**config.mk**
```make
export PLATFORM = sky130hd
export DESIGN_NAME = cmc_master_ctrl
export DESIGN_NICKNAME = d
export VERILOG_FILES = /design/src/hdl/cmc_pkg.sv /design/src/hdl/cmc_master_ctrl.sv
export SDC_FILE = /design/constraint.sdc
export NUM_CORES = 1
export LEC_CHECK = 0
export BUFFER_PORTS_ARGS = -buffer_cell sky130_fd_sc_hd__buf_4
export CAP_MARGIN = 20
export CORE_ASPECT_RATIO = 1.75
export CORE_MARGIN = 2
export CORE_UTILIZATION = 57
export DETAILED_ROUTE_END_ITERATION = 12
export PLACE_DENSITY = 0.89
export SLEW_MARGIN = 20
export SYNTH_ARGS = -nofsm -noshare
export SYNTH_HDL_FRONTEND = slang
export SYNTH_SLANG_ARGS = --single-unit
```
**constraint.sdc**
```tcl
create_clock -name I_CORE_CLK -period 2.35 [get_ports I_CORE_CLK]
set_clock_uncertainty 0.15 [all_clocks]
set_input_delay 0.47 -clock I_CORE_CLK [delete_from_list [all_inputs] [get_ports I_CORE_CLK]]
set_output_delay 0.47 -clock I_CORE_CLK [all_outputs]
set_load 0.05 [all_outputs]
```
**src/hdl/cmc_pkg.sv**
```systemverilog
/*
  Constants, register map and state type of the CAN master control block.
  Assumes an 8-bit register port with 4-bit word addresses.
*/
package cmc_pkg;
  localparam int ADDR_W = 4;
  localparam int DATA_W = 8;

  // Register offsets
  localparam logic [3:0] OFF_MASTER_CONTROL = 4'h0;
  localparam logic [3:0] OFF_MASTER_STATUS = 4'h1;
  localparam logic [3:0] OFF_RX_FIFO = 4'h2;
  localparam logic [3:0] OFF_DIAGNOSTIC = 4'h3;

  // Master control fields and reset value
  localparam logic [7:0] MASTER_CONTROL_RESET = 8'h02;
  localparam logic [7:0] MASTER_CONTROL_MASK = 8'h7f;
  localparam int BIT_AUTO_BUSOFF_RECOVERY = 6;
  localparam int BIT_AUTO_WAKEUP_ENABLE = 5;
  localparam int BIT_NO_AUTO_RETRANSMIT = 4;
  localparam int BIT_RX_FIFO_LOCK_MODE = 3;
  localparam int BIT_TX_ORDER_PRIORITY = 2;
  localparam int BIT_SLEEP_REQUEST = 1;
  localparam int BIT_INIT_REQUEST = 0;

  // Master status fields
  localparam int BIT_INIT_ACKNOWLEDGE = 0;
  localparam int BIT_DOZE_ACKNOWLEDGE = 1;
  localparam int BIT_BUS_OFF = 2;
  localparam int BIT_RECEIVING_FLAG = 5;

  // Receive FIFO register fields
  localparam int BIT_PENDING_LO = 0;
  localparam int BIT_OVERRUN = 4;
  localparam int BIT_FIFO_OUTPUT_RELEASE = 5;

  // Diagnostic register fields
  localparam int BIT_BUSOFF_SW_RECOVER = 0;
  localparam int BIT_RX_PIN = 3;

  // Bus timing, in CAN bit times, CPU cycles or 11-bit recessive runs, and receive FIFO depth in entries
  localparam int BIT_CYCLES = 8;
  localparam int SAMPLE_OFFSET = 4;
  localparam int RECESSIVE_RUN_BITS = 11;
  localparam int BUSOFF_RUN_COUNT = 128;
  localparam int ACK_TO_STORE_BITS = 6;
  localparam int ACK_TO_END_BITS = 8;
  localparam int FIFO_DEPTH = 3;

  typedef enum logic [2:0] {
    ST_INIT, ST_SYNC, ST_NORMAL, ST_SLEEP, ST_BUSOFF
  } cmc_state_t;
endpackage : cmc_pkg

```
**src/hdl/cmc_master_ctrl.sv**
```systemverilog
/*
  CAN master control: mode register, init/sleep/bus-off sequencing, receive
  status timing after the acknowledge bit and receive FIFO slot bookkeeping.
  Assumes the protocol engine on the same clock reports the acknowledge bit,
  frame errors, bus-off entry, transmit activity and transmit failures.
*/
// Contract
// - Control register 8 bits, reset 02h, mode bits
// - Auto recovery after 128 runs of 11 recessive
// - Without auto recovery, wait for software request
// - Receiving flag clears 8 bits after acknowledge
// - In frame, at most 5 recessive bits
// - Bit time is eight CPU cycles
// - Init entry after activity, exit after 11 recessive
// - Sleep after frame; start of frame wakes
// - No-retransmit sends once, else retry failures
// - FIFO store late in frame, release safe
`timescale 1ns/1ps
`default_nettype none
module cmc_master_ctrl #(
  parameter int BIT_CYCLES = cmc_pkg::BIT_CYCLES,
  parameter int SAMPLE_OFFSET = cmc_pkg::SAMPLE_OFFSET
) (
  input wire logic I_CORE_CLK,
  input wire logic I_RST_B,
  input wire logic [3:0] I_ADDR,
  input wire logic [7:0] I_WDATA,
  input wire logic I_WR_STB,
  input wire logic I_RD_STB,
  output logic [7:0] O_RDATA,
  input wire logic I_CAN_RX,
  input wire logic I_ACK_DOMINANT,
  input wire logic I_RX_ERROR,
  input wire logic I_TX_BUSY,
  input wire logic I_TX_FAIL,
  input wire logic I_BUS_OFF_ENTER,
  output logic O_INIT_ACK,
  output logic O_DOZE_ACK,
  output logic O_BUS_OFF,
  output logic O_RECEIVING,
  output logic O_RX_STORE,
  output logic [1:0] O_STORE_SLOT,
  output logic [1:0] O_READ_SLOT,
  output logic [1:0] O_PENDING,
  output logic O_TX_RETRY,
  output logic O_NO_RETRANSMIT,
  output logic O_TX_ORDER_PRIORITY,
  output logic O_RX_FIFO_LOCK
);
  localparam int STORE_CYC = cmc_pkg::ACK_TO_STORE_BITS * BIT_CYCLES + SAMPLE_OFFSET;
  localparam int END_CYC = cmc_pkg::ACK_TO_END_BITS * BIT_CYCLES;

  function automatic logic [1:0] slot_add(input logic [1:0] a, input logic [1:0] b);
    logic [2:0] s;
    s = {1'b0, a} + {1'b0, b};
    if (s >= 3'(cmc_pkg::FIFO_DEPTH)) begin
      s = s - 3'(cmc_pkg::FIFO_DEPTH);
    end
    return s[1:0];
  endfunction : slot_add

  function automatic logic hit(input logic [3:0] addr, input logic [3:0] off);
    return addr == off;
  endfunction : hit

  // Reset release
  logic rst_meta_reg;
  logic rst_n;
  always_ff @(posedge I_CORE_CLK or negedge I_RST_B) begin
    if (!I_RST_B) begin
      rst_meta_reg <= 1'b0;
      rst_n <= 1'b0;
    end else begin
      rst_meta_reg <= 1'b1;
      rst_n <= rst_meta_reg;
    end
  end

  // Receive pin synchroniser and filter
  logic rx_s1_reg, rx_s2_reg, rx_s3_reg, rx_filt_reg, rx_filt_next;
  always_comb begin
    rx_filt_next = (rx_s2_reg == rx_s3_reg) ? rx_s2_reg : rx_filt_reg;
  end
  always_ff @(posedge I_CORE_CLK or negedge rst_n) begin
    if (!rst_n) begin
      rx_s1_reg <= 1'b1;
      rx_s2_reg <= 1'b1;
      rx_s3_reg <= 1'b1;
      rx_filt_reg <= 1'b1;
    end else begin
      rx_s1_reg <= I_CAN_RX;
      rx_s2_reg <= rx_s1_reg;
      rx_s3_reg <= rx_s2_reg;
      rx_filt_reg <= rx_filt_next;
    end
  end

  // Control state
  cmc_pkg::cmc_state_t state_reg, state_next;
  logic [7:0] mcr_reg, mcr_next;
  logic rx_prev_reg, rx_prev_next;
  logic [5:0] bit_cnt_reg, bit_cnt_next;
  logic [3:0] run_reg, run_next;
  logic [7:0] busoff_cnt_reg, busoff_cnt_next;
  logic sw_recover_reg, sw_recover_next;
  logic receiving_reg, receiving_next;
  logic eof_active_reg, eof_active_next;
  logic [9:0] eof_cnt_reg, eof_cnt_next;
  logic [1:0] rd_slot_reg, rd_slot_next;
  logic [1:0] count_reg, count_next;
  logic [1:0] store_slot_reg, store_slot_next;
  logic store_reg, store_next;
  logic overrun_reg, overrun_next;
  logic retry_reg, retry_next;
  logic [7:0] rdata_reg, rdata_next;

  logic wr_mcr, wr_fifo, wr_diag, rx_fall, sample, idle11, sof, active, store, release_req;
  logic armed;

  always_comb begin
    wr_mcr = I_WR_STB && hit(I_ADDR, cmc_pkg::OFF_MASTER_CONTROL);
    wr_fifo = I_WR_STB && hit(I_ADDR, cmc_pkg::OFF_RX_FIFO);
    wr_diag = I_WR_STB && hit(I_ADDR, cmc_pkg::OFF_DIAGNOSTIC);
    rx_prev_next = rx_filt_reg;
    rx_fall = rx_prev_reg && !rx_filt_reg;
    if (rx_fall || bit_cnt_reg == 6'(BIT_CYCLES - 1)) begin
      bit_cnt_next = '0;
    end else begin
      bit_cnt_next = bit_cnt_reg + 6'h01;
    end
    sample = bit_cnt_reg == 6'(SAMPLE_OFFSET);
    idle11 = sample && rx_filt_reg && run_reg == 4'(cmc_pkg::RECESSIVE_RUN_BITS - 1);
    run_next = run_reg;
    if (sample) begin
      run_next = (!rx_filt_reg || idle11) ? 4'h0 : run_reg + 4'h1;
    end
    sof = sample && !rx_filt_reg;
    active = receiving_reg || I_TX_BUSY;

    mcr_next = mcr_reg;
    if (wr_mcr) begin
      mcr_next = I_WDATA & cmc_pkg::MASTER_CONTROL_MASK;
    end
    sw_recover_next = sw_recover_reg;
    if (wr_diag && I_WDATA[cmc_pkg::BIT_BUSOFF_SW_RECOVER]) begin
      sw_recover_next = 1'b1;
    end

    state_next = state_reg;
    busoff_cnt_next = busoff_cnt_reg;
    armed = mcr_reg[cmc_pkg::BIT_AUTO_BUSOFF_RECOVERY] || sw_recover_reg;
    if (state_reg == cmc_pkg::ST_INIT ||
        (state_reg == cmc_pkg::ST_NORMAL && I_BUS_OFF_ENTER) ||
        (state_reg == cmc_pkg::ST_BUSOFF && !armed && wr_diag &&
         I_WDATA[cmc_pkg::BIT_BUSOFF_SW_RECOVER])) begin
      run_next = 4'h0;
    end
    case (state_reg)
      cmc_pkg::ST_INIT: begin
        if (!mcr_reg[cmc_pkg::BIT_INIT_REQUEST]) begin
          state_next = cmc_pkg::ST_SYNC;
        end
      end
      cmc_pkg::ST_SYNC: begin
        if (mcr_reg[cmc_pkg::BIT_INIT_REQUEST]) begin
          state_next = cmc_pkg::ST_INIT;
        end else if (idle11) begin
          state_next = cmc_pkg::ST_NORMAL;
        end
      end
      cmc_pkg::ST_NORMAL: begin
        if (I_BUS_OFF_ENTER) begin
          state_next = cmc_pkg::ST_BUSOFF;
          busoff_cnt_next = '0;
        end else if (mcr_reg[cmc_pkg::BIT_INIT_REQUEST] && !active) begin
          state_next = cmc_pkg::ST_INIT;
        end else if (mcr_reg[cmc_pkg::BIT_SLEEP_REQUEST] && !active) begin
          state_next = cmc_pkg::ST_SLEEP;
        end
      end
      cmc_pkg::ST_SLEEP: begin
        if (mcr_reg[cmc_pkg::BIT_INIT_REQUEST]) begin
          state_next = cmc_pkg::ST_INIT;
        end else if (!mcr_reg[cmc_pkg::BIT_SLEEP_REQUEST]) begin
          state_next = cmc_pkg::ST_NORMAL;
        end else if (mcr_reg[cmc_pkg::BIT_AUTO_WAKEUP_ENABLE] && sof) begin
          state_next = cmc_pkg::ST_NORMAL;
          if (!wr_mcr) begin
            mcr_next[cmc_pkg::BIT_SLEEP_REQUEST] = 1'b0;
          end
        end
      end
      cmc_pkg::ST_BUSOFF: begin
        if (armed && idle11) begin
          if (busoff_cnt_reg == 8'(cmc_pkg::BUSOFF_RUN_COUNT - 1)) begin
            state_next = cmc_pkg::ST_NORMAL;
            busoff_cnt_next = '0;
            sw_recover_next = 1'b0;
          end else begin
            busoff_cnt_next = busoff_cnt_reg + 8'h01;
          end
        end
      end
      default: state_next = cmc_pkg::ST_INIT;
    endcase

    receiving_next = receiving_reg;
    eof_active_next = eof_active_reg;
    eof_cnt_next = eof_cnt_reg;
    store = 1'b0;
    if (state_reg == cmc_pkg::ST_NORMAL && !receiving_reg && sof) begin
      receiving_next = 1'b1;
    end
    if (I_RX_ERROR || state_reg == cmc_pkg::ST_BUSOFF) begin
      receiving_next = 1'b0;
      eof_active_next = 1'b0;
    end else if (eof_active_reg) begin
      eof_cnt_next = eof_cnt_reg + 10'h001;
      store = eof_cnt_reg == 10'(STORE_CYC - 1);
      if (eof_cnt_reg == 10'(END_CYC - 1)) begin
        receiving_next = 1'b0;
        eof_active_next = 1'b0;
      end
    end else if (receiving_reg && I_ACK_DOMINANT) begin
      eof_active_next = 1'b1;
      eof_cnt_next = '0;
    end

    release_req = wr_fifo && I_WDATA[cmc_pkg::BIT_FIFO_OUTPUT_RELEASE] && count_reg != 2'h0;
    rd_slot_next = release_req ? slot_add(rd_slot_reg, 2'h1) : rd_slot_reg;
    count_next = count_reg;
    store_next = 1'b0;
    store_slot_next = store_slot_reg;
    overrun_next = overrun_reg;
    if (wr_fifo && I_WDATA[cmc_pkg::BIT_OVERRUN]) begin
      overrun_next = 1'b0;
    end
    if (store && (release_req || count_reg != 2'(cmc_pkg::FIFO_DEPTH))) begin
      store_next = 1'b1;
      store_slot_next = slot_add(rd_slot_reg, count_reg);
      count_next = release_req ? count_reg : count_reg + 2'h1;
    end else if (store) begin
      overrun_next = 1'b1;
      if (!mcr_reg[cmc_pkg::BIT_RX_FIFO_LOCK_MODE]) begin
        store_next = 1'b1;
        store_slot_next = slot_add(rd_slot_reg, 2'h2);
      end
    end else if (release_req) begin
      count_next = count_reg - 2'h1;
    end

    retry_next = I_TX_FAIL && !mcr_reg[cmc_pkg::BIT_NO_AUTO_RETRANSMIT];

    rdata_next = 8'h00;
    if (I_RD_STB) begin
      case (I_ADDR)
        cmc_pkg::OFF_MASTER_CONTROL: rdata_next = mcr_reg;
        cmc_pkg::OFF_MASTER_STATUS: begin
          rdata_next[cmc_pkg::BIT_INIT_ACKNOWLEDGE] = O_INIT_ACK;
          rdata_next[cmc_pkg::BIT_DOZE_ACKNOWLEDGE] = state_reg == cmc_pkg::ST_SLEEP;
          rdata_next[cmc_pkg::BIT_BUS_OFF] = state_reg == cmc_pkg::ST_BUSOFF;
          rdata_next[cmc_pkg::BIT_RECEIVING_FLAG] = receiving_reg;
        end
        cmc_pkg::OFF_RX_FIFO: begin
          rdata_next[cmc_pkg::BIT_PENDING_LO +: 2] = count_reg;
          rdata_next[cmc_pkg::BIT_OVERRUN] = overrun_reg;
        end
        cmc_pkg::OFF_DIAGNOSTIC: begin
          rdata_next[cmc_pkg::BIT_BUSOFF_SW_RECOVER] = sw_recover_reg;
          rdata_next[cmc_pkg::BIT_RX_PIN] = rx_filt_reg;
        end
        default: rdata_next = 8'h00;
      endcase
    end
  end

  always_ff @(posedge I_CORE_CLK or negedge rst_n) begin
    if (!rst_n) begin
      state_reg <= cmc_pkg::ST_SLEEP;
      mcr_reg <= cmc_pkg::MASTER_CONTROL_RESET;
      rx_prev_reg <= 1'b1;
      bit_cnt_reg <= '0;
      run_reg <= '0;
      busoff_cnt_reg <= '0;
      sw_recover_reg <= 1'b0;
      receiving_reg <= 1'b0;
      eof_active_reg <= 1'b0;
      eof_cnt_reg <= '0;
      rd_slot_reg <= '0;
      count_reg <= '0;
      store_slot_reg <= '0;
      store_reg <= 1'b0;
      overrun_reg <= 1'b0;
      retry_reg <= 1'b0;
      rdata_reg <= '0;
    end else begin
      state_reg <= state_next;
      mcr_reg <= mcr_next;
      rx_prev_reg <= rx_prev_next;
      bit_cnt_reg <= bit_cnt_next;
      run_reg <= run_next;
      busoff_cnt_reg <= busoff_cnt_next;
      sw_recover_reg <= sw_recover_next;
      receiving_reg <= receiving_next;
      eof_active_reg <= eof_active_next;
      eof_cnt_reg <= eof_cnt_next;
      rd_slot_reg <= rd_slot_next;
      count_reg <= count_next;
      store_slot_reg <= store_slot_next;
      store_reg <= store_next;
      overrun_reg <= overrun_next;
      retry_reg <= retry_next;
      rdata_reg <= rdata_next;
    end
  end

  assign O_RDATA = rdata_reg;
  // Acknowledge stands until the bus is synchronised again
  assign O_INIT_ACK = state_reg == cmc_pkg::ST_INIT || state_reg == cmc_pkg::ST_SYNC;
  assign O_DOZE_ACK = state_reg == cmc_pkg::ST_SLEEP;
  assign O_BUS_OFF = state_reg == cmc_pkg::ST_BUSOFF;
  assign O_RECEIVING = receiving_reg;
  assign O_RX_STORE = store_reg;
  assign O_STORE_SLOT = store_slot_reg;
  assign O_READ_SLOT = rd_slot_reg;
  assign O_PENDING = count_reg;
  assign O_TX_RETRY = retry_reg;
  assign O_NO_RETRANSMIT = mcr_reg[cmc_pkg::BIT_NO_AUTO_RETRANSMIT];
  assign O_TX_ORDER_PRIORITY = mcr_reg[cmc_pkg::BIT_TX_ORDER_PRIORITY];
  assign O_RX_FIFO_LOCK = mcr_reg[cmc_pkg::BIT_RX_FIFO_LOCK_MODE];
endmodule : cmc_master_ctrl
`default_nettype wire

```
# ---- After elaboration in Yosys (flattened, before gate mapping)
# Index checks and enable logic that the tools add are counted.
dict set report word_totals {
  inputBits 22
  mem_bits_rw 0
  memories 0
  romBits 0
  elab_cells 182
  register_bits 65
  latch_bits 0
  output_inout_bits 23
}
dict set report classes {
  mux 66
  div 0
  bitwise 1
  n_lt_le_gt_ge 3
  addsub 12
  shifts 0
  eq_ne 25
  reduce_logical 51
  n_mul 0
}
# operator count
set ops {}
lappend ops {{two-way mux 3 bit} 11}
lappend ops {{two-way mux 1 bit} 26}
lappend ops {{logical AND 1 bit} 24}
lappend ops {{two-way mux 8 bit} 3}
lappend ops {{two-way mux 2 bit} 11}
lappend ops {{== test 10 x 6 -> 1 bit, second input constant} 2}
lappend ops {{two-way mux 10 bit} 2}
lappend ops {{one-hot mux 8 bit (2 select lines)} 1}
lappend ops {{one-hot mux 3 bit (5 select lines)} 1}
lappend ops {{== test 6 x 3 -> 1 bit, second input constant} 2}
lappend ops {{two-way mux 4 bit} 3}
lappend ops {{nonzero test 2 bit} 6}
lappend ops {{adder 10 x 1 -> 10 bit, second input constant} 1}
lappend ops {{greater-or-equal comparator 3 x 2 -> 1 bit, second input constant} 3}
lappend ops {{logical OR 1 bit} 9}
lappend ops {{adder 8 x 1 -> 8 bit, second input constant} 1}
lappend ops {{== test 4 x 2 -> 1 bit, second input constant} 2}
lappend ops {{== test 8 x 7 -> 1 bit, second input constant} 1}
lappend ops {{!= test 2 x 1 -> 1 bit, second input constant} 4}
lappend ops {{!= test 2 bit, second input constant} 4}
lappend ops {{one-hot mux 1 bit (2 select lines)} 4}
lappend ops {{two-way mux 7 bit} 1}
lappend ops {{adder 6 x 1 -> 6 bit, second input constant} 1}
lappend ops {{== test 3 x 2 -> 1 bit, second input constant} 2}
lappend ops {{other kinds (25)} 33}

# ---- Depth between registers and ports, before layout
# Gate-level depths: netlist of run 1.
dict set report depth {
  ltp_word 8
  depth_mapped 10
  mapped_depth_nobuf 10
}

# ---- Least setup slack after synthesis of run 1
# No wires, ideal clock.
dict set report synth_timing {
  path_type {register -> register}
  from {reg count_reg[0] (netlist: O_PENDING[0])}
  to {reg store_slot_reg[0] (netlist: O_STORE_SLOT[0])}
  arrival_ns 2.403
  slack_ns -0.323
  required_ns 2.080
  stages_incl_launch_ff 10
  path_cell_list {dfrtp_1 ha_1 inv_1 fa_1 inv_1 ha_1 nor2b_1 o21ai_0 mux2_2 o22a_2}
}
dict set report synth_via {
  elab_chain_len 6
}
# element line_no
set synth_rtl {}
lappend synth_rtl {{from (decl)} cmc_master_ctrl.sv:110} ;# logic [1:0] count_reg, count_next;
lappend synth_rtl {{from (signal assigned)} cmc_master_ctrl.sv:308} ;# count_reg <= count_next;
lappend synth_rtl {{branches (longest 6 deep; another with adder 2 x 2 -> 3 bit)} -}
lappend synth_rtl {{to (signal assigned)} cmc_master_ctrl.sv:309} ;# store_slot_reg <= store_slot_next;
lappend synth_rtl {{to (decl)} cmc_master_ctrl.sv:111} ;# logic [1:0] store_slot_reg, store_slot_next;
# Parallel ways; which one is timed is not known.
# A chain may end at the register's enable or synchronous reset.

# ---- Worst setup path after layout of run 1
dict set report layout_timing {
  from {reg eof_cnt_reg[0]}
  to {reg count_reg[0] (netlist: O_PENDING[0])}
}
dict set report layout_via {
  elab_chain_len 6
}
# element line_no
set layout_rtl {}
lappend layout_rtl {{from (decl)} cmc_master_ctrl.sv:108} ;# logic [9:0] eof_cnt_reg, eof_cnt_next;
lappend layout_rtl {{from (signal assigned)} cmc_master_ctrl.sv:306} ;# eof_cnt_reg <= eof_cnt_next;
lappend layout_rtl {{== test 10 x 6 -> 1 bit (*)} cmc_master_ctrl.sv:219} ;# store = eof_cnt_reg == 10'(STORE_CYC - 1);
lappend layout_rtl {{two-way mux 1 bit (*)} cmc_master_ctrl.sv:217} ;# end else if (eof_active_reg) begin
lappend layout_rtl {{two-way mux 1 bit (*)} cmc_master_ctrl.sv:214} ;# if (I_RX_ERROR || state_reg == cmc_pkg::ST_BUSOFF) begin
lappend layout_rtl {{logical AND 1 bit} cmc_master_ctrl.sv:238} ;# if (store && (release_req || count_reg != 2'(cmc_pkg::FIFO_DEPTH))) begin
lappend layout_rtl {{!= test 2 bit (no line) (tied with other cells)} -}
lappend layout_rtl {{AND reduction 3 bit (no line)} -}
# Every way passes the cells marked *; elsewhere a longest branch is shown, timed or not.

==> results of run 1 <==
critical path, cell delays in order, from the launching register on:
cell and delay, ns:
dfrtp_1 0.36, ha_1 0.17, inv_1 0.05, or4_1 0.46, or3_4 0.37, or4_1 0.47, and4_1 0.16
metal layers:
metal	vias up	wire, um	track usage	share of wire
met5	-	0	0	0
met2	75	3930	0.426	0.54
met4	0	212	0.137	0.029
met1	1287	2750	0.298	0.38
met3	15	372	0.0746	0.051
li1	1255	-	-	-
layout by cell type, fill, tap and decap left out, drive strengths merged, types with 3 or more instances in the layout:
cell and count:
dfstp 8, inv 16, nand3 17, or2 3
nand4 4, dfrtp 56, and3 6, xor2 5
o22a 3, ha 12, xnor2 5, a31oi 3
or3 4, nor3 10, a21o 4, a21oi 9
and2 3, nor4 5, buf 51, nor2b 8
nor2 37, or4 3, mux2i 6, nand2 28
clkbuf 13, mux2 8, a22o 5, o21ai 20
cell type report:
type	count	area, sq um
clock inverter	3	42.5
tap	76	95.1
clock buffer	13	149
multi-input combinational	236	1590
timing repair buffer	52	405
sequential	64	1620
fill	406	1590
inverter	16	60.1
stage by stage:
| step | TNS, ns | power, mW | hold slack (ns) |
|---|---|---|---|
| 2_1_floorplan | -0.0710 | 2.38 | 0.0244 |
| 3_3_place_gp | 0 | 2.70 | 0.0881 |
| 3_5_place_dp | 0 | 2.75 | 0.101 |
| 4_1_cts | 0 | 3.70 | 0.0613 |
| 5_1_grt | -0.111 | 3.95 | 0.0669 |
| 6_report | 0 | 3.72 | 0.0728 |
power by group:
| group | switching (mW) | total, mW | internal [mW] |
|---|---|---|---|
| Sequential | 0.189 | 1.47 | 1.28 |
| Combinational | 0.761 | 1.32 | 0.561 |
| Clock | 0.415 | 0.933 | 0.518 |
what timing repair did:
| item | 4_1_cts | 5_1_grt |
|---|---|---|
| endpoints found under the setup margin | 0 | 9 |
| endpoints found under the hold margin | 2 | 0 |
| gates resized for setup | 0 | 5 |
| setup buffers | 0 | 1 |
| hold buffers | 1 | 0 |
worst min-delay path by stage:
stage / to
finish: bit_cnt_reg[5]$_DFF_PN0_
global route: rx_s1_reg$_DFF_PN1_
CTS: rx_s1_reg$_DFF_PN1_
detailed placement: bit_cnt_reg[0]$_DFF_PN0_
global placement: bit_cnt_reg[1]$_DFF_PN0_
floorplan: rst_meta_reg$_DFF_PN0_
cell families (layout without fill, tap and decap cells):
logic type | after synthesis | in the layout | synth area share
AOI/OAI and AO/OA | 54 | 54 | 0.108
and+or+nand+nor | 141 | 141 | 0.228
adders and majority gates | 14 | 14 | 0.0553
muxes | 15 | 15 | 0.0530
DFF | 64 | 64 | 0.495
buffers and inverters | 24 | 84 | 0.0319
xor gates and xnor gates | 10 | 10 | 0.0269
other | 2 | 2 | 0.00231
==> metrics.txt, run 1 <==
status=complete, no violations; dpl ws=~0.029 ns; Min-Delay Path Class=reg2async; # diodes=0; Buffers on Ports=42; worst-path maximum fanout=2; Mapped Nets=between 300 and 400; num rows=36; Finished Cell Area=about 0.004 sq mm; Crit path required time=around 2.4 ns; Ys Warns=0; Initial Util=0.588; io pins=between 40 and 50; synth unique cells=between 50 and 60; CTS tree=built; main area contributors after synthesis=dfrtp_1 43%, dfstp_2 6.5%, ha_1 4.6%, nor2_1 4.3%, nand2_1 3.2%; top-count cell post-synth=dfrtp_1; Cell Area, Synth=0.00326 sq mm; max-slew headroom at the worst pin=0.627; final hold viol count=0; Final #Nets=between 400 and 500; Initial DRT Pass Iterations=5; Die Y=~100 um; reg2reg end=O_PENDING[0]$_DFFE_PN0P_; core area=approximately 0.0055 sq mm; pin count of the biggest net entering global routing=42; RSZ-0062 raised after global routing=true; RR Startpoint=eof_cnt_reg[0]$_DFFE_PN0P_; Post-synth ARST share=1.00; Max Transition Viols Final=0; Gate Count Post-Synth=between 300 and 400; crit path launch=eof_cnt_reg[0]$_DFFE_PN0P_; vias in the first global route=approximately 2700; Die Span X=~61 um; DR vias/cell=~5.7; Post-synth top cells=56 x dfrtp_1, 37 x nor2_1, 28 x nand2_1; GP Congestion=approximately 0.86; Max Fclk=about 0.43 GHz; Post-DP HPWL=5290 um; post-synth top area share=0.430; mean area per synthesized cell=10.1 sq um; total CTS buffers=9; Arr. time, crit path=2.39 ns; Yosys top cell by area=dfrtp_1; post-synthesis sequential area ratio=0.495; Max IR drop VDD=around 0.75 mV; P&R area growth vs syn=21.4%; number of nets with antenna violations after routing=0; Final period util=0.979; CTS max path bufs=2; grt ovf=0; final routed DRC violation total=0; Critical Path End=O_PENDING[0]$_DFFE_PN0P_; Post-synth EDFFs=0; wire per inst=15.8 um; antenna violations before repair=0; DRT Wirelength=approximately 7300 um; top_reg_cell synth=dfrtp_1; Largest register FFs=10; setup ws final=just under 0.05 ns; Sink Count=64; Critical Path Start Type=register; minimum clock period=roughly 2.3 ns; via count=2632; die area=~0.0064 sq mm; worst slew pin tran=~0.56 ns; critical path endpoint category=register; clk_lat worst skew=0.35 ns; first-pass GRT wire length=between 10000 and 15000 um; clk slew on worst S/H paths=about 0.07 ns; P_leak=1.85 nW; Setup-failing EPs final=0; Final Core Density=0.714; Inst Count DP=442; initial drt markers=roughly 140; PD cells=approximately 940 mW/mm^2; layout cells sized above 1=0.268; FF-to-FF setup slack=~0.049 ns; fin cells=460; Max Cap Violations=0; Crit Path Category=reg2reg; register bit total from synthesis=64; GRT Total Usage=0.262; Reg2Reg Depth=6; Root Driver=clkbuf_8; CTS HTree Levels=3; placed cell area=approximately 0.0037 sq mm
Note: power is estimated with default switching activity, not from simulation.
==> inputs of run 2 (changes only) <==
--- a/config.mk
+++ b/config.mk
@@ -7,12 +7,12 @@
 export LEC_CHECK = 0
 export BUFFER_PORTS_ARGS = -buffer_cell sky130_fd_sc_hd__buf_4
 export CAP_MARGIN = 20
-export CORE_ASPECT_RATIO = 1.75
+export CORE_ASPECT_RATIO = 1.4
 export CORE_MARGIN = 2
 export CORE_UTILIZATION = 57
 export DETAILED_ROUTE_END_ITERATION = 12
+export GPL_TIMING_DRIVEN = 0
 export PLACE_DENSITY = 0.89
-export SLEW_MARGIN = 20
 export SYNTH_ARGS = -nofsm -noshare
 export SYNTH_HDL_FRONTEND = slang
 export SYNTH_SLANG_ARGS = --single-unit
==> metrics.txt, run 2 (synthesis results as in run 1) <==
status=finished with violations; failing checks=setup timing; RSZ-0062 raised after global routing=true; die area=0.00635 sq mm (-0.24%); total CTS buffers=9 (unchanged); minimum clock period=2.39 ns (+0.0870 ns); DR vias/cell=5.81 (+1.5%); flip-flop and latch area=0.00162 sq mm (unchanged); area of the multi-input gates=0.00159 sq mm (unchanged); final hold viol count=0 (unchanged); CTS HTree Levels=3 (unchanged); clk_lat worst skew=0.34 ns (about the same); Die Y=93.5 um (-10%); Die Span X=67.9 um (+11%); vias in the first global route=2701 (-0.84%); sequential share of power=0.377 (-0.018); Hold Path Cell Cnt=1; GRT Total Usage=0.259 (-0.00285); Min-Delay Path Class=in2reg; Post-DP HPWL=5170 um (-2.3%); Psw=1.40 mW (+2.6%); worst-path maximum fanout=3 (+1); switching part of the total power=0.359 (-0.00689); antenna violations before repair=0 (unchanged); Max Fclk=0.419 GHz (-3.6%); Initial Util=0.590 (+0.00160); clock group share of total power=0.273 (+0.022); Crit Path Category=reg2reg; Setup-failing EPs final=1 (+1); GP Congestion=0.818 (-5.1%); CTS max path bufs=2 (unchanged); num rows=32 (-11%); clk slew on worst S/H paths=0.08 ns (about the same); Fin Hold WS=0.0835 ns (+0.0107 ns); max-slew headroom at the worst pin=0.619 (-0.00782); fin cells=463 (+0.65%); Reg2Reg Depth=6 (unchanged); P&R area growth vs syn=24.4%; number of nets with antenna violations after routing=0 (unchanged); core area=0.00553 sq mm (-0.27%); Comb pwr share=0.350 (-0.005); Critical Path Start Type=register; Max Transition Viols Final=0 (unchanged); DRT Wirelength=7470 um (+2.8%); Final #Nets=425 (+2.7%); TNS Setup=-0.0379 ns (-0.0379 ns); Inst Count DP=435 (-1.6%); critical path endpoint category=register; via count=2689 (+2.2%); grt ovf=0 (unchanged); CTS tree=built; wire per inst=16.1 um (+2.1%); P_int=2.50 mW (+5.7%); layout cells sized above 1=0.294 (+0.0254); most frequent cells in the layout=56 x buf_4, 51 x dfrtp_1, 37 x nor2_1; setup ws final=-0.0379 ns (-0.0870 ns); io pins=45 (unchanged); Initial DRT Pass Iterations=4 (-1); Arr. time, crit path=2.46 ns (+0.07 ns); PD cells=961 mW/mm^2 (+2.1%); Sink Count=64 (unchanged); # diodes=0 (unchanged); Root Driver=clkbuf_8; initial drt markers=227 (+60%); pin count of the biggest net entering global routing=38 (-9.5%); first-pass GRT wire length=12100 um (-1.6%); P_leak=1.91 nW (+2.9%); Largest register FFs=10 (unchanged); Max IR drop VDD=0.785 mV (+4.6%); Buffers on Ports=42 (unchanged); final routed DRC violation total=0 (unchanged); Max Cap Violations=0 (unchanged); worst slew pin tran=0.567 ns (+0.0116 ns); commonest non-fill, non-tap cell in the layout=buf_4; Final period util=1.02 (+0.0370); fill count=380 (-6.4%); Crit path required time=2.42 ns (-0.02 ns)
run 2: changes by cell type in the layout (fill, tap and decap cells not counted), sizes merged:
cell,previous run,this run
clkinvlp,1,2
clkinv,1,2
buf,51,58
clkbuf,13,14
bufinv,1,2
run 2: layout make-up:
cell class / count / area share
Buffer: 6 / 0.00772
Clock buffer: 10 / 0.0340
Clock inverter: 6 / 0.0228
Inverter: 16 / 0.0148
Multi-Input combinational cell: 236 / 0.391
Sequential cell: 64 / 0.399
Tap cell: 68 / 0.0210
Timing Repair Buffer: 57 / 0.109
run 2: power groups by stage:
stage	Combinational, mW	Sequential, mW	Clock, mW
after CTS	1.31	1.45	1.08
after floorplan	0.786	1.59	0
after global placement	1.18	1.49	0
after global routing	1.48	1.50	1.12
final	1.36	1.47	1.06
after detailed placement	1.24	1.49	0
run 2: worst paths after layout:
kind / from / slack (ns) / to
max in group asynchronous: rst_n$_DFF_PN0_ / 1.28 / state_reg[0]$_DFFE_PN1P_
hold reg to reg: rst_n$_DFF_PN0_ / 0.11 / O_RDATA[5]$_DFF_PN0_
setup / recovery: eof_cnt_reg[1]$_DFFE_PN0P_ / -0.04 / O_PENDING[0]$_DFFE_PN0P_
setup reg to reg: eof_cnt_reg[1]$_DFFE_PN0P_ / -0.04 / O_PENDING[0]$_DFFE_PN0P_
hold / removal: I_CAN_RX / 0.08 / rx_s1_reg$_DFF_PN1_
min in group asynchronous: rst_n$_DFF_PN0_ / 0.11 / O_RDATA[5]$_DFF_PN0_
run 2: worst max-delay path: stages, from the launching register on:
cell	delay, ns
dfrtp_1	0.38
ha_2	0.20
inv_2	0.04
or4_1	0.38
or3_4	0.38
or4_1	0.55
and4_1	0.18
run 2: per-layer routing:
layer | part of all wire | track usage | routed length [um]
met2 | 0.55 | 0.446 | 4090
met1 | 0.37 | 0.288 | 2770
met3 | 0.052 | 0.0662 | 388
met4 | 0.029 | 0.128 | 217
met5 | 0 | 0 | 0
run 2: stage by stage:
stage          total power [mW]   util  worst slack [ns]  instance area [sq um]
3_3_place_gp               2.67  0.667            -0.518                   3680
3_5_place_dp               2.73  0.671            -0.141                   3710
5_1_grt                    4.10  0.733           -0.0850                   4050
2_1_floorplan              2.38      -           -0.0710                   3280
6_report                   3.90  0.733           -0.0379                   4050
4_1_cts                    3.84  0.725          -0.00717                   4010
run 2: timing repair:
action	in CTS	in global routing
endpoints found under the setup margin	3	14
pin swaps	4	6
setup buffers	8	5
endpoints found under the hold margin	2	0
resized for setup	5	3
hold buffers	1	0
==> inputs of run 3 (changes only) <==
--- a/config.mk
+++ b/config.mk
@@ -5,12 +5,12 @@
 export SDC_FILE = /design/constraint.sdc
 export NUM_CORES = 1
 export LEC_CHECK = 0
-export BUFFER_PORTS_ARGS = -buffer_cell sky130_fd_sc_hd__buf_4
 export CAP_MARGIN = 20
 export CORE_ASPECT_RATIO = 1.4
 export CORE_MARGIN = 2
-export CORE_UTILIZATION = 57
+export CORE_UTILIZATION = 63
 export DETAILED_ROUTE_END_ITERATION = 12
+export DONT_BUFFER_PORTS = 1
 export GPL_TIMING_DRIVEN = 0
 export PLACE_DENSITY = 0.89
 export SYNTH_ARGS = -nofsm -noshare
==> metrics.txt, run 3 (synthesis results as in run 1) <==
status=finished with violations; failing checks=setup timing; die area=0.00577 sq mm (-9.0%); commonest non-fill, non-tap cell in the layout=dfrtp_1; most frequent cells in the layout=50 x dfrtp_1, 37 x nor2_1, 28 x nand2_1; num rows=31 (-3.1%); Buffers on Ports=0 (-100%); final hold viol count=0 (unchanged); Max IR drop VDD=0.671 mV (-15%); number of nets with antenna violations after routing=0 (unchanged); Sink Count=64 (unchanged); TNS Setup=-0.155 ns (-0.117 ns); Min-Delay Path Class=in2reg; minimum clock period=2.45 ns (+0.0616 ns); clk_lat worst skew=0.35 ns (about the same); core area=0.00508 sq mm (-8.0%); Finished Cell Area=0.00366 sq mm (-9.6%); Crit path required time=2.44 ns (+0.02 ns); Arr. time, crit path=2.54 ns (+0.08 ns); Post-DP HPWL=4890 um (-5.4%); initial drt markers=176 (-22%); setup ws final=-0.0995 ns (-0.0616 ns); total CTS buffers=9 (unchanged); layout cells sized above 1=0.190 (-0.103); critical path endpoint category=register; # diodes=0 (unchanged); Crit Path Category=reg2reg; worst-path maximum fanout=6 (+3); Setup-failing EPs final=2 (+1); Max Transition Viols Final=0 (unchanged); final routed DRC violation total=0 (unchanged); Final #Nets=377 (-11%); routed length on met3=353 um (-9.0%); wire length on met2=3700 um (-9.4%); Die Span X=64.8 um (-4.6%); DR vias/cell=5.99 (+3.2%); Root Driver=clkbuf_8; dpl ws=-0.287 ns (-0.146 ns); Final period util=1.04 (+0.0262); Final Core Density=0.721 (-0.0122); Initial Util=0.641 (+0.0515); placed cell area=0.00339 sq mm (-8.6%); CTS HTree Levels=3 (unchanged); CTS max path bufs=2 (unchanged); P&R area growth vs syn=12.5%; antenna violations before repair=0 (unchanged); RSZ-0062 raised after global routing=true; pin count of the biggest net entering global routing=45 (+18%); max-slew headroom at the worst pin=0.312 (-0.307); Largest register FFs=10 (unchanged); DRT Wirelength=6770 um (-9.3%); Fin Hold WS=0.0363 ns (-0.0472 ns); Initial DRT Pass Iterations=5 (+1); first-pass GRT wire length=10900 um (-9.9%); Max Fclk=0.408 GHz (-2.5%); via count=2475 (-8.0%); CTS tree=built; Critical Path Start Type=register; P_leak=1.65 nW (-14%); wire per inst=16.4 um (+1.6%); grt ovf=0 (unchanged); Max Cap Violations=0 (unchanged); GRT Total Usage=0.252 (-0.00664); PD cells=990 mW/mm^2 (+2.9%); clk slew on worst S/H paths=0.07 ns (about the same); Die Y=89.1 um (-4.7%); GP Congestion=0.830 (+1.5%); DR top layer=met4; worst slew pin tran=1.03 ns (+0.462 ns); fill count=376 (-1.1%); Metal-1 WL=2520 um (-9.0%); vias in the first global route=2432 (-10%); io pins=45 (unchanged)
[run 3: critical path, cell delays in order (launching register included)]
cell and delay, ns:
dfrtp_4 0.56, ha_4 0.17, inv_2 0.03, fa_1 0.56, inv_1 0.06, ha_2 0.18
nor2b_4 0.13, o21ai_1 0.07, mux2_4 0.25, o22a_2 0.17
[run 3: per-layer routing]
layer  GRT usage  up-vias
met5           0        -
met4       0.126        0
met3      0.0819       17
met2       0.450       56
met1       0.268     1219
li1            -     1183
[run 3: report_power, final]
| group | switching [mW] | total, mW | internal (mW) |
|---|---|---|---|
| clock network | 0.402 | 0.946 | 0.545 |
| registers | 0.343 | 1.63 | 1.29 |
| logic | 0.583 | 1.05 | 0.467 |
| total | 1.33 | 3.63 | 2.30 |
[run 3: timing repair]
action	4_1_cts	5_1_grt
gates resized for setup	10	2
endpoints found under the setup margin	12	12
buffers inserted	4	2
pin swaps	3	8
hold endpoints to repair	3	0
hold buffers	2	0
[run 3: area by class of cell]
type | instances | area (sq um) | area share
Clock buffer | 13 | 159 | 0.0434
Inverter | 16 | 63.8 | 0.0174
Tap cell | 66 | 82.6 | 0.0225
Timing Repair Buffer | 9 | 81.3 | 0.0222
Buffer | 6 | 28.8 | 0.00785
Multi-Input combinational cell | 236 | 1590 | 0.433
Sequential cell | 64 | 1620 | 0.443
Clock inverter | 3 | 40.0 | 0.0109
[run 3: metrics by stage]
| stage | std cells | power, mW |
|---|---|---|
| 2_1_floorplan | 324 | 2.38 |
| 3_3_place_gp | 390 | 2.54 |
| 3_5_place_dp | 391 | 2.59 |
| 4_1_cts | 412 | 3.61 |
| 5_1_grt | 413 | 3.84 |
| 6_report | 413 | 3.63 |
[run 3: worst paths after layout]
path / from / end / slack, ns / cells after the start
min reg2reg: rst_n$_DFF_PN0_ / eof_cnt_reg[0]$_DFFE_PN0P_ / 0.05 / 0
max reg2reg: O_PENDING[0]$_DFFE_PN0P_ / O_STORE_SLOT[0]$_DFFE_PN0P_ / -0.1 / 9
max: O_PENDING[0]$_DFFE_PN0P_ / O_STORE_SLOT[0]$_DFFE_PN0P_ / -0.1 / 9
max in group asynchronous: rst_n$_DFF_PN0_ / state_reg[1]$_DFFE_PN1P_ / 1.37 / 1
min in group asynchronous: rst_n$_DFF_PN0_ / eof_cnt_reg[0]$_DFFE_PN0P_ / 0.05 / 0
min: I_RX_ERROR / O_RECEIVING$_DFF_PN0_ / 0.04 / 1
